[src/mic_mix_pkg.sv]
// Constants, field layouts and carrier types for the record front-end register bank.
// Assumes one 100 MHz register clock and a synchronous active-high reset.
package mic_mix_pkg;

	// ------------------------------------------------------------------
	// Timing
	// ------------------------------------------------------------------
	localparam int CLK_PERIOD_NS = 10;
	localparam int RAMP_STEP_NS = 1000;
	localparam int RAMP_STEP_CYC = (RAMP_STEP_NS + CLK_PERIOD_NS - 1) / CLK_PERIOD_NS;
	localparam int RAMP_CNT_W = 7;
	localparam logic [RAMP_CNT_W-1:0] RAMP_LAST = RAMP_CNT_W'(RAMP_STEP_CYC - 1);

	// ------------------------------------------------------------------
	// Register offsets
	// ------------------------------------------------------------------
	localparam logic [7:0] ADDR_MIX1_CTRL = 8'h2c;
	localparam logic [7:0] ADDR_MIX1_GAIN = 8'h2d;
	localparam logic [7:0] ADDR_MIX2_CTRL = 8'h2e;
	localparam logic [7:0] ADDR_MIX2_GAIN = 8'h2f;
	localparam logic [7:0] ADDR_SRC = 8'hbb;
	localparam logic [7:0] ADDR_BIAS_SETUP = 8'hfc;
	localparam logic [7:0] ADDR_BIAS_EN = 8'hfd;

	// ------------------------------------------------------------------
	// Field positions and widths
	// ------------------------------------------------------------------
	localparam int MIX_AMP_EN_BIT = 7;
	localparam int MIX_MUTE_BIT = 6;
	localparam int MIX_RAMP_BIT = 5;
	localparam int MIX_ZC_BIT = 4;
	localparam int MIX_EN_BIT = 3;
	localparam int GAIN_W = 4;
	localparam int SRC_W = 2;
	localparam int LVL_W = 3;
	localparam int BIAS2_LP_BIT = 7;
	localparam int BIAS2_LVL_LSB = 4;
	localparam int BIAS1_LP_BIT = 3;
	localparam int BIAS1_LVL_LSB = 0;
	localparam int BIAS2_EN_BIT = 4;
	localparam int BIAS1_EN_BIT = 0;
	localparam logic [7:0] BIAS_EN_MASK = 8'h11;
	localparam logic [7:0] GAIN_MASK = 8'h0f;
	localparam logic [7:0] SRC_MASK = 8'h03;
	localparam logic [7:0] MIX_CTRL_MASK = 8'hf8;

	// ------------------------------------------------------------------
	// Types
	// ------------------------------------------------------------------
	typedef struct packed {
		logic [7:0] addr;
		logic wr;
		logic rd;
		logic [7:0] wdata;
	} reg_req_t;

	typedef struct packed {
		logic amp_en;
		logic mute;
		logic ramp;
		logic zero_cross_update;
		logic mix_en;
	} mixer_ctrl_t;

	typedef struct packed {
		logic low_power;
		logic [LVL_W-1:0] level;
		logic enable;
	} bias_t;

	typedef enum logic [1:0] {
		G_IDLE = 2'h0,
		G_WAIT_ZC = 2'h1,
		G_RAMP = 2'h3
	} gain_state_t;

	typedef struct packed {
		gain_state_t st;
		logic [GAIN_W-1:0] applied;
	} gain_ctl_t;

	// ------------------------------------------------------------------
	// Reset values
	// ------------------------------------------------------------------
	localparam logic [SRC_W-1:0] SRC_RST = 2'h0;
	localparam logic [GAIN_W-1:0] GAIN_RST = 4'h3;
	localparam bias_t BIAS_RST = '{low_power: 1'h0, level: 3'h0, enable: 1'h0};
	localparam mixer_ctrl_t MIX_CTRL_RST = '{amp_en: 1'h0, mute: 1'h1, ramp: 1'h0,
		zero_cross_update: 1'h0, mix_en: 1'h1};

	// ------------------------------------------------------------------
	// Control byte packing
	// ------------------------------------------------------------------
	function automatic logic [7:0] pack_mix(mixer_ctrl_t m);
		logic [7:0] v;
		v = 8'h00;
		v[MIX_AMP_EN_BIT] = m.amp_en;
		v[MIX_MUTE_BIT] = m.mute;
		v[MIX_RAMP_BIT] = m.ramp;
		v[MIX_ZC_BIT] = m.zero_cross_update;
		v[MIX_EN_BIT] = m.mix_en;
		return v;
	endfunction

	function automatic mixer_ctrl_t unpack_mix(logic [7:0] v);
		mixer_ctrl_t m;
		m.amp_en = v[MIX_AMP_EN_BIT];
		m.mute = v[MIX_MUTE_BIT];
		m.ramp = v[MIX_RAMP_BIT];
		m.zero_cross_update = v[MIX_ZC_BIT];
		m.mix_en = v[MIX_EN_BIT];
		return m;
	endfunction

endpackage

[src/gain_applier.sv]
// Applies a requested mixer gain code immediately, at a zero crossing, or by ramping.
// Assumes step_i is a one-cycle pulse and zero_cross_i is synchronous to mclk_i.
`timescale 1ns/10ps
module gain_applier (
	input wire logic mclk_i,
	input wire logic sys_rst_i,
	input wire logic [mic_mix_pkg::GAIN_W-1:0] target_i,
	input wire logic ramp_i,
	input wire logic zc_i,
	input wire logic step_i,
	input wire logic zero_cross_i,
	output logic [mic_mix_pkg::GAIN_W-1:0] gain_o
);

	mic_mix_pkg::gain_ctl_t q;
	mic_mix_pkg::gain_ctl_t d;

	// ------------------------------------------------------------------
	// Next state
	// ------------------------------------------------------------------
	always_comb begin
		logic up;
		up = q.applied < target_i;
		d = q;
		case (q.st)
			mic_mix_pkg::G_IDLE: begin
				if (q.applied != target_i) begin
					if (ramp_i) begin
						d.st = mic_mix_pkg::G_RAMP;
					end else if (zc_i) begin
						d.st = mic_mix_pkg::G_WAIT_ZC;
					end else begin
						d.applied = target_i;
					end
				end
			end
			mic_mix_pkg::G_WAIT_ZC: begin
				if (ramp_i) begin
					d.st = mic_mix_pkg::G_RAMP;
				end else if (!zc_i || zero_cross_i || q.applied == target_i) begin
					d.applied = target_i;
					d.st = mic_mix_pkg::G_IDLE;
				end
			end
			mic_mix_pkg::G_RAMP: begin
				if (!ramp_i || q.applied == target_i) begin
					d.st = mic_mix_pkg::G_IDLE;
				end else if (step_i) begin
					d.applied = up ? q.applied + 4'h1 : q.applied - 4'h1;
				end
			end
			default: begin
				d.st = mic_mix_pkg::G_IDLE;
			end
		endcase
	end

	always_ff @(posedge mclk_i) begin
		if (sys_rst_i) begin
			q <= '{st: mic_mix_pkg::G_IDLE, applied: mic_mix_pkg::GAIN_RST};
		end else begin
			q <= d;
		end
	end

	assign gain_o = q.applied;
endmodule

[src/mic_mix_regs.sv]
// Register bank for the second preamp source, the two bias regulators and two input mixers.
// Assumes a synchronous register port on mclk_i; fields other than the two mixer gains drive analog controls directly.
//
// Contract
// - Second preamp source is two bits, resets 0; 00 diff, 01 P, 10 N.
// - Bias level fields at 6:4 and 2:0 reset 0; 1.6 V to 3.0 V.
// - Bias low-power bits at 7 and 3 reset 0; one enables low power.
// - Enable register bit 4 drives regulator two, bit 0 regulator one; reset off.
// - Mixer control bit 7 enables the amplifier; resets to zero.
// - Mixer control bit 6 mutes the amplifier; resets to one.
// - Zero-cross bit 4 defers gain changes to a signal zero crossing.
// - Ramp bit 5 steps gain changes gradually; clear, with zero-cross bit 4 also clear, applies them at once.
// - With ramp and zero-cross both set, ramping wins and zero-cross is ignored.
// - Mixer control bit 3 is the mixer enable; resets to one.
// - Mixer gain is four bits, resets 0x3; -4.5 dB plus 1.5 dB steps.
`timescale 1ns/10ps
module mic_mix_regs (
	input wire logic mclk_i,
	input wire logic sys_rst_i,
	input wire mic_mix_pkg::reg_req_t reg_req_i,
	input wire logic mixer_one_signal_zero_i,
	input wire logic mixer_two_signal_zero_i,
	output logic [7:0] reg_rdata_o,
	output logic [mic_mix_pkg::SRC_W-1:0] preamp_two_src_o,
	output mic_mix_pkg::bias_t bias_one_o,
	output mic_mix_pkg::bias_t bias_two_o,
	output mic_mix_pkg::mixer_ctrl_t mixer_one_o,
	output mic_mix_pkg::mixer_ctrl_t mixer_two_o,
	output logic [mic_mix_pkg::GAIN_W-1:0] mixer_one_gain_o,
	output logic [mic_mix_pkg::GAIN_W-1:0] mixer_two_gain_o
);

	typedef struct packed {
		logic [mic_mix_pkg::SRC_W-1:0] src;
		mic_mix_pkg::bias_t b1;
		mic_mix_pkg::bias_t b2;
		mic_mix_pkg::mixer_ctrl_t m1;
		mic_mix_pkg::mixer_ctrl_t m2;
		logic [mic_mix_pkg::GAIN_W-1:0] g1;
		logic [mic_mix_pkg::GAIN_W-1:0] g2;
		logic [mic_mix_pkg::RAMP_CNT_W-1:0] div;
		logic step;
		logic [7:0] rdata;
	} regs_t;

	localparam regs_t REGS_RST = '{
		src: mic_mix_pkg::SRC_RST,
		b1: mic_mix_pkg::BIAS_RST,
		b2: mic_mix_pkg::BIAS_RST,
		m1: mic_mix_pkg::MIX_CTRL_RST,
		m2: mic_mix_pkg::MIX_CTRL_RST,
		g1: mic_mix_pkg::GAIN_RST,
		g2: mic_mix_pkg::GAIN_RST,
		div: '0,
		step: 1'h0,
		rdata: 8'h00
	};

	regs_t q;
	regs_t d;

	// ------------------------------------------------------------------
	// Read decode
	// ------------------------------------------------------------------
	function automatic logic [7:0] read_reg(regs_t r, logic [7:0] a);
		logic [7:0] v;
		v = 8'h00;
		case (a)
			mic_mix_pkg::ADDR_MIX1_CTRL: v = mic_mix_pkg::pack_mix(r.m1);
			mic_mix_pkg::ADDR_MIX2_CTRL: v = mic_mix_pkg::pack_mix(r.m2);
			mic_mix_pkg::ADDR_MIX1_GAIN: v = {4'h0, r.g1};
			mic_mix_pkg::ADDR_MIX2_GAIN: v = {4'h0, r.g2};
			mic_mix_pkg::ADDR_SRC: v = {6'h00, r.src};
			mic_mix_pkg::ADDR_BIAS_SETUP: begin
				v[mic_mix_pkg::BIAS2_LP_BIT] = r.b2.low_power;
				v[mic_mix_pkg::BIAS2_LVL_LSB +: mic_mix_pkg::LVL_W] = r.b2.level;
				v[mic_mix_pkg::BIAS1_LP_BIT] = r.b1.low_power;
				v[mic_mix_pkg::BIAS1_LVL_LSB +: mic_mix_pkg::LVL_W] = r.b1.level;
			end
			mic_mix_pkg::ADDR_BIAS_EN: begin
				v[mic_mix_pkg::BIAS2_EN_BIT] = r.b2.enable;
				v[mic_mix_pkg::BIAS1_EN_BIT] = r.b1.enable;
			end
			default: v = 8'h00;
		endcase
		return v;
	endfunction

	// ------------------------------------------------------------------
	// Next state
	// ------------------------------------------------------------------
	always_comb begin
		d = q;
		d.step = 1'h0;
		if (q.div == mic_mix_pkg::RAMP_LAST) begin
			d.div = '0;
			d.step = 1'h1;
		end else begin
			d.div = q.div + 1'b1;
		end
		if (reg_req_i.wr) begin
			case (reg_req_i.addr)
				mic_mix_pkg::ADDR_SRC: begin
					d.src = reg_req_i.wdata[mic_mix_pkg::SRC_W-1:0];
				end
				mic_mix_pkg::ADDR_BIAS_SETUP: begin
					d.b2.level = reg_req_i.wdata[mic_mix_pkg::BIAS2_LVL_LSB +: mic_mix_pkg::LVL_W];
					d.b1.level = reg_req_i.wdata[mic_mix_pkg::BIAS1_LVL_LSB +: mic_mix_pkg::LVL_W];
					d.b2.low_power = reg_req_i.wdata[mic_mix_pkg::BIAS2_LP_BIT];
					d.b1.low_power = reg_req_i.wdata[mic_mix_pkg::BIAS1_LP_BIT];
				end
				mic_mix_pkg::ADDR_BIAS_EN: begin
					d.b2.enable = reg_req_i.wdata[mic_mix_pkg::BIAS2_EN_BIT];
					d.b1.enable = reg_req_i.wdata[mic_mix_pkg::BIAS1_EN_BIT];
				end
				mic_mix_pkg::ADDR_MIX1_CTRL: begin
					d.m1 = mic_mix_pkg::unpack_mix(reg_req_i.wdata);
				end
				mic_mix_pkg::ADDR_MIX2_CTRL: begin
					d.m2 = mic_mix_pkg::unpack_mix(reg_req_i.wdata);
				end
				mic_mix_pkg::ADDR_MIX1_GAIN: begin
					d.g1 = reg_req_i.wdata[mic_mix_pkg::GAIN_W-1:0];
				end
				mic_mix_pkg::ADDR_MIX2_GAIN: begin
					d.g2 = reg_req_i.wdata[mic_mix_pkg::GAIN_W-1:0];
				end
				default: begin
					d.src = q.src;
				end
			endcase
		end
		if (reg_req_i.rd) begin
			d.rdata = read_reg(q, reg_req_i.addr);
		end
	end

	always_ff @(posedge mclk_i) begin
		if (sys_rst_i) begin
			q <= REGS_RST;
		end else begin
			q <= d;
		end
	end

	// ------------------------------------------------------------------
	// Gain appliers
	// ------------------------------------------------------------------
	gain_applier u_gain_one (
		.mclk_i(mclk_i),
		.sys_rst_i(sys_rst_i),
		.target_i(q.g1),
		.ramp_i(q.m1.ramp),
		.zc_i(q.m1.zero_cross_update),
		.step_i(q.step),
		.zero_cross_i(mixer_one_signal_zero_i),
		.gain_o(mixer_one_gain_o)
	);

	gain_applier u_gain_two (
		.mclk_i(mclk_i),
		.sys_rst_i(sys_rst_i),
		.target_i(q.g2),
		.ramp_i(q.m2.ramp),
		.zc_i(q.m2.zero_cross_update),
		.step_i(q.step),
		.zero_cross_i(mixer_two_signal_zero_i),
		.gain_o(mixer_two_gain_o)
	);

	assign reg_rdata_o = q.rdata;
	assign preamp_two_src_o = q.src;
	assign bias_one_o = q.b1;
	assign bias_two_o = q.b2;
	assign mixer_one_o = q.m1;
	assign mixer_two_o = q.m2;
endmodule

[config.mk]
export PLATFORM = sky130hd
export DESIGN_NAME = mic_mix_regs
export DESIGN_NICKNAME = d
export VERILOG_FILES = /design/src/mic_mix_pkg.sv /design/src/gain_applier.sv /design/src/mic_mix_regs.sv
export SDC_FILE = /design/constraint.sdc
export NUM_CORES = 1
export LEC_CHECK = 0
export BUFFER_PORTS_ARGS = -buffer_cell sky130_fd_sc_hd__buf_2
export CORE_MARGIN = 3
export CORE_UTILIZATION = 25
export DETAILED_ROUTE_END_ITERATION = 12
export GPL_TIMING_DRIVEN = 0
export PLACE_DENSITY = 0.5
export SYNTH_ARGS = -nofsm -noshare
export SYNTH_HDL_FRONTEND = slang
export SYNTH_SLANG_ARGS = --single-unit
export TNS_END_PERCENT = 1
[constraint.sdc]
create_clock -name mclk_i -period 6.6 [get_ports mclk_i]
set_input_delay 0 -clock mclk_i [delete_from_list [all_inputs] [get_ports mclk_i]]
set_output_delay 0 -clock mclk_i [all_outputs]
set_load 0.02 [all_outputs]
==> impl_results.md <==
- Tot Pwr: ~0.87 mW
- Hold_ws: 0.00950 ns
- Fmax: about 360 MHz
- Mapped Nets: ~440
- Mapped Area: 3350 µm²
- Reg2reg setup slack: between 3 and 4 ns
- Area leader, netlist: dfxtp_1
- Max_cap viols: 0
- Highest net fanout along the worst path: 5
- Area grow syn2layout: 26.3%
- ANT nets after route: 0
- CTS HTree Levels: 3
- Final HPWL DP: a little under 7000 µm
- Cell leakage power: roughly 1.8 nW
- Row count: 41
- YS warnings: 0
- 1st-iter DRT viols: approximately 150
- GRT Resource Usage Total: 0.125
- Total CTS buffers: 9
- Reg-to-reg endpoint: u_gain_two.gain_o[3]$_SDFFE_PP0P_
- Outcome: completed
- Fin area: 4230 µm²
- Die area: 14800 µm²
- Largest net degree at the start of global routing: 13
- Worst reg-to-reg path cell count: 11
- Pins Over Slew Limit: 0
- Synthesis-stage register bit count: 58
- # IOs: 60
- Hold path cells: 3
- Skew final: ~0.0077 ns
- Top-area cell type share of the netlist area: 0.347
- Starting Density: 0.260
- Sinks on the clock net: 58
- Req. time, crit path: 6.85 ns
- Routed WL per cell: approximately 14 µm
- Gpl congestion: 0.773
- Worst VDD drop: 0.107 mV
- Type of origin of the critical path: flip-flop
- Vias in the first global route: 2916
- Worst R2R Start: q[17]$_SDFFE_PP1P_
- Synth unique cells: 56
- Nets: a little over 500
- Top sig layer: met4
- Relative slew slack: 0.425
- Register area share after synthesis: 0.347
- Met2 wire len: 4210 µm
- Vias: between 2000 and 3000
- Clock Path Buffers: 2
- Kind of critical path: flip-flop to flip-flop
- Die Y: roughly 120 µm
- Port bufs: 56
- Post-synth top flop: dfxtp_1
- Hold_buf cts: 8
- Initial antenna violation count: 0
- CTS Root Cell: clkbuf_16
- CTS tree: done
- Synth area leaders: dfxtp_1 (35%), buf_4 (8.5%), mux2i_1 (8.4%), nor2_1 (5.4%), ha_1 (4.9%)
- Vias per cell: 4.59
- Clk slew on worst S/H paths: roughly 0.050 ns
- Period minus WS final: approximately 2.8 ns
- Ant. Diodes: 0
- Most common cell in the netlist: dfxtp_1
- First-pass GRT wire length: 14600 µm
- Syn Inst Count: ~400
- PostCTS Resize Cnt: 0
- Hold endpoint: preamp_two_src_o[0]$_SDFFE_PP0P_
- Asr flop ratio synth: 0
- Finished Layout Cells: between 600 and 700
- # DRC: 0
- Tightest Pin Transition: around 0.85 ns
- RSZ-0062 raised after global routing: no
- GRT overflow: 0
- Placed Area: between 3000 and 4000 µm²
- Routed wire length on met3: about 480 µm
- Critical Path AT: ~3.0 ns
- Nature of the critical path endpoint: flip-flop
- Post-synth EDFFs: 0
- DIE WIDTH: between 100 and 150 µm
- WL final: slightly above 9000 µm
- Total negative slack: 0 ns
- Core area: between 10000 and 15000 µm²
- Hold crit path type: input pin to flip-flop
- Hold path startpoint: reg_req_i[9]
- Post-synth top cells: dfxtp_1 (58), nor2_1 (48), buf_4 (38)
- Final setup vio count: 0
- Post-CTS Setup Bufs: 0
- Pwr/cell area: slightly above 200 nW/µm²
- Hold Vio Cnt, Final: 0
- Tcrit/Tclk final: 0.417
- Syn_area_per_cell: ~8.4 µm²
- Clock Latency Late Sink: between 0.3 and 0.4 ns
- Share of layout cells above drive strength 1: 0.257
- Cell count after placement: 627
- M1 WL: roughly 4400 µm
- 1st-pass router iterations: 4
worst max-delay path by stage:
| stage | slack [ns] | from | to |
|---|---|---|---|
| 2_1_floorplan | 4.09 | q[17]$_SDFFE_PP1P_ | u_gain_two.gain_o[3]$_SDFFE_PP0P_ |
| 3_3_place_gp | 3.91 | u_gain_two.gain_o[1]$_SDFFE_PP1P_ | u_gain_two.gain_o[3]$_SDFFE_PP0P_ |
| 3_5_place_dp | 3.87 | q[17]$_SDFFE_PP1P_ | u_gain_two.gain_o[3]$_SDFFE_PP0P_ |
| 4_1_cts | 3.85 | u_gain_two.gain_o[1]$_SDFFE_PP1P_ | u_gain_two.gain_o[3]$_SDFFE_PP0P_ |
| 5_1_grt | 3.60 | u_gain_two.gain_o[1]$_SDFFE_PP1P_ | u_gain_two.gain_o[3]$_SDFFE_PP0P_ |
| 6_report | 3.85 | q[17]$_SDFFE_PP1P_ | u_gain_two.gain_o[3]$_SDFFE_PP0P_ |
metrics by stage:
stage / setup slack (ns) / utilization
after floorplan: 4.09 / -
after global placement: 3.91 / 0.299
after detailed placement: 3.87 / 0.299
after CTS: 3.85 / 0.329
after global routing: 3.60 / 0.329
final: 3.85 / 0.329
cells in the final DEF (no fill, tap or decap), types with 3 or more instances in the layout:
| cell | n |
|---|---|
| a22oi_1 | 4 |
| mux2i_1 | 28 |
| and3_1 | 8 |
| o211ai_1 | 4 |
| inv_1 | 16 |
| nor3_1 | 7 |
| a21oi_1 | 24 |
| xor2_1 | 4 |
| nand2_1 | 34 |
| buf_2 | 58 |
| ha_1 | 13 |
| xnor2_1 | 4 |
| nor2b_1 | 7 |
| clkinvlp_4 | 3 |
| nor2_1 | 48 |
| nand2b_1 | 4 |
| a211oi_1 | 3 |
| a31oi_1 | 3 |
| clkbuf_1 | 13 |
| nand4_1 | 8 |
| a211o_1 | 3 |
| dfxtp_1 | 58 |
| o21ai_0 | 8 |
| clkbuf_16 | 9 |
| nand3_1 | 19 |
| o2bb2ai_1 | 3 |
| dlygate4sd3_1 | 8 |
| buf_4 | 38 |
per-layer routing:
metal  GRT usage  vias up
met1       0.168     1400
li1            -     1523
met4      0.0287        0
met3      0.0334        4
met2       0.200       62
met5           0        -
critical path, cell delays in order, from the launching register on:
cell      delay [ns]
dfxtp_1         0.38
inv_1           0.06
ha_1            0.28
nor2b_1         0.13
o211ai_1        0.32
nand2_1         0.18
ha_1            0.35
a21oi_1         0.13
nand2_1         0.10
and3_1          0.18
or4_1           0.46
o211ai_1        0.10
sequential cells by signal, summed over array words and instances, names as in the netlist:
register and flops:
q 16, reg_rdata_o 8, bias_one_o 5, bias_two_o 5, mixer_one_o 5, mixer_two_o 5
u_gain_one.gain_o 4, u_gain_two.gain_o 4, preamp_two_src_o 2, u_gain_one.q 2, u_gain_two.q 2
power breakdown:
group          switching [mW]  internal (mW)  total [mW]  leakage (nW)
Sequential            0.00209          0.353       0.355         0.469
Combinational          0.0292         0.0182      0.0473          1.21
Clock                   0.175          0.294       0.470         0.138
Total                   0.207          0.665       0.872          1.81
cell families after synthesis:
| family | Yosys count | share of synthesized area |
|---|---|---|
| muxes | 29 | 0.0870 |
| AOI/OAI and AO/OA | 68 | 0.137 |
| buffers and inverters | 72 | 0.128 |
| adders and majority gates | 16 | 0.0635 |
| DFF | 58 | 0.347 |
| and+or+nand+nor | 148 | 0.216 |
| xor gates and xnor gates | 8 | 0.0209 |
cell type report:
class,count,area [µm²]
fill,1364,8650
multi-input combinational,269,1760
sequential,58,1160
buffer,55,367
timing repair buffer,64,360
clock buffer,9,225
tap,172,215
clock inverter,7,78.8
inverter,17,63.8
Note: power is estimated with default switching activity, not from simulation.
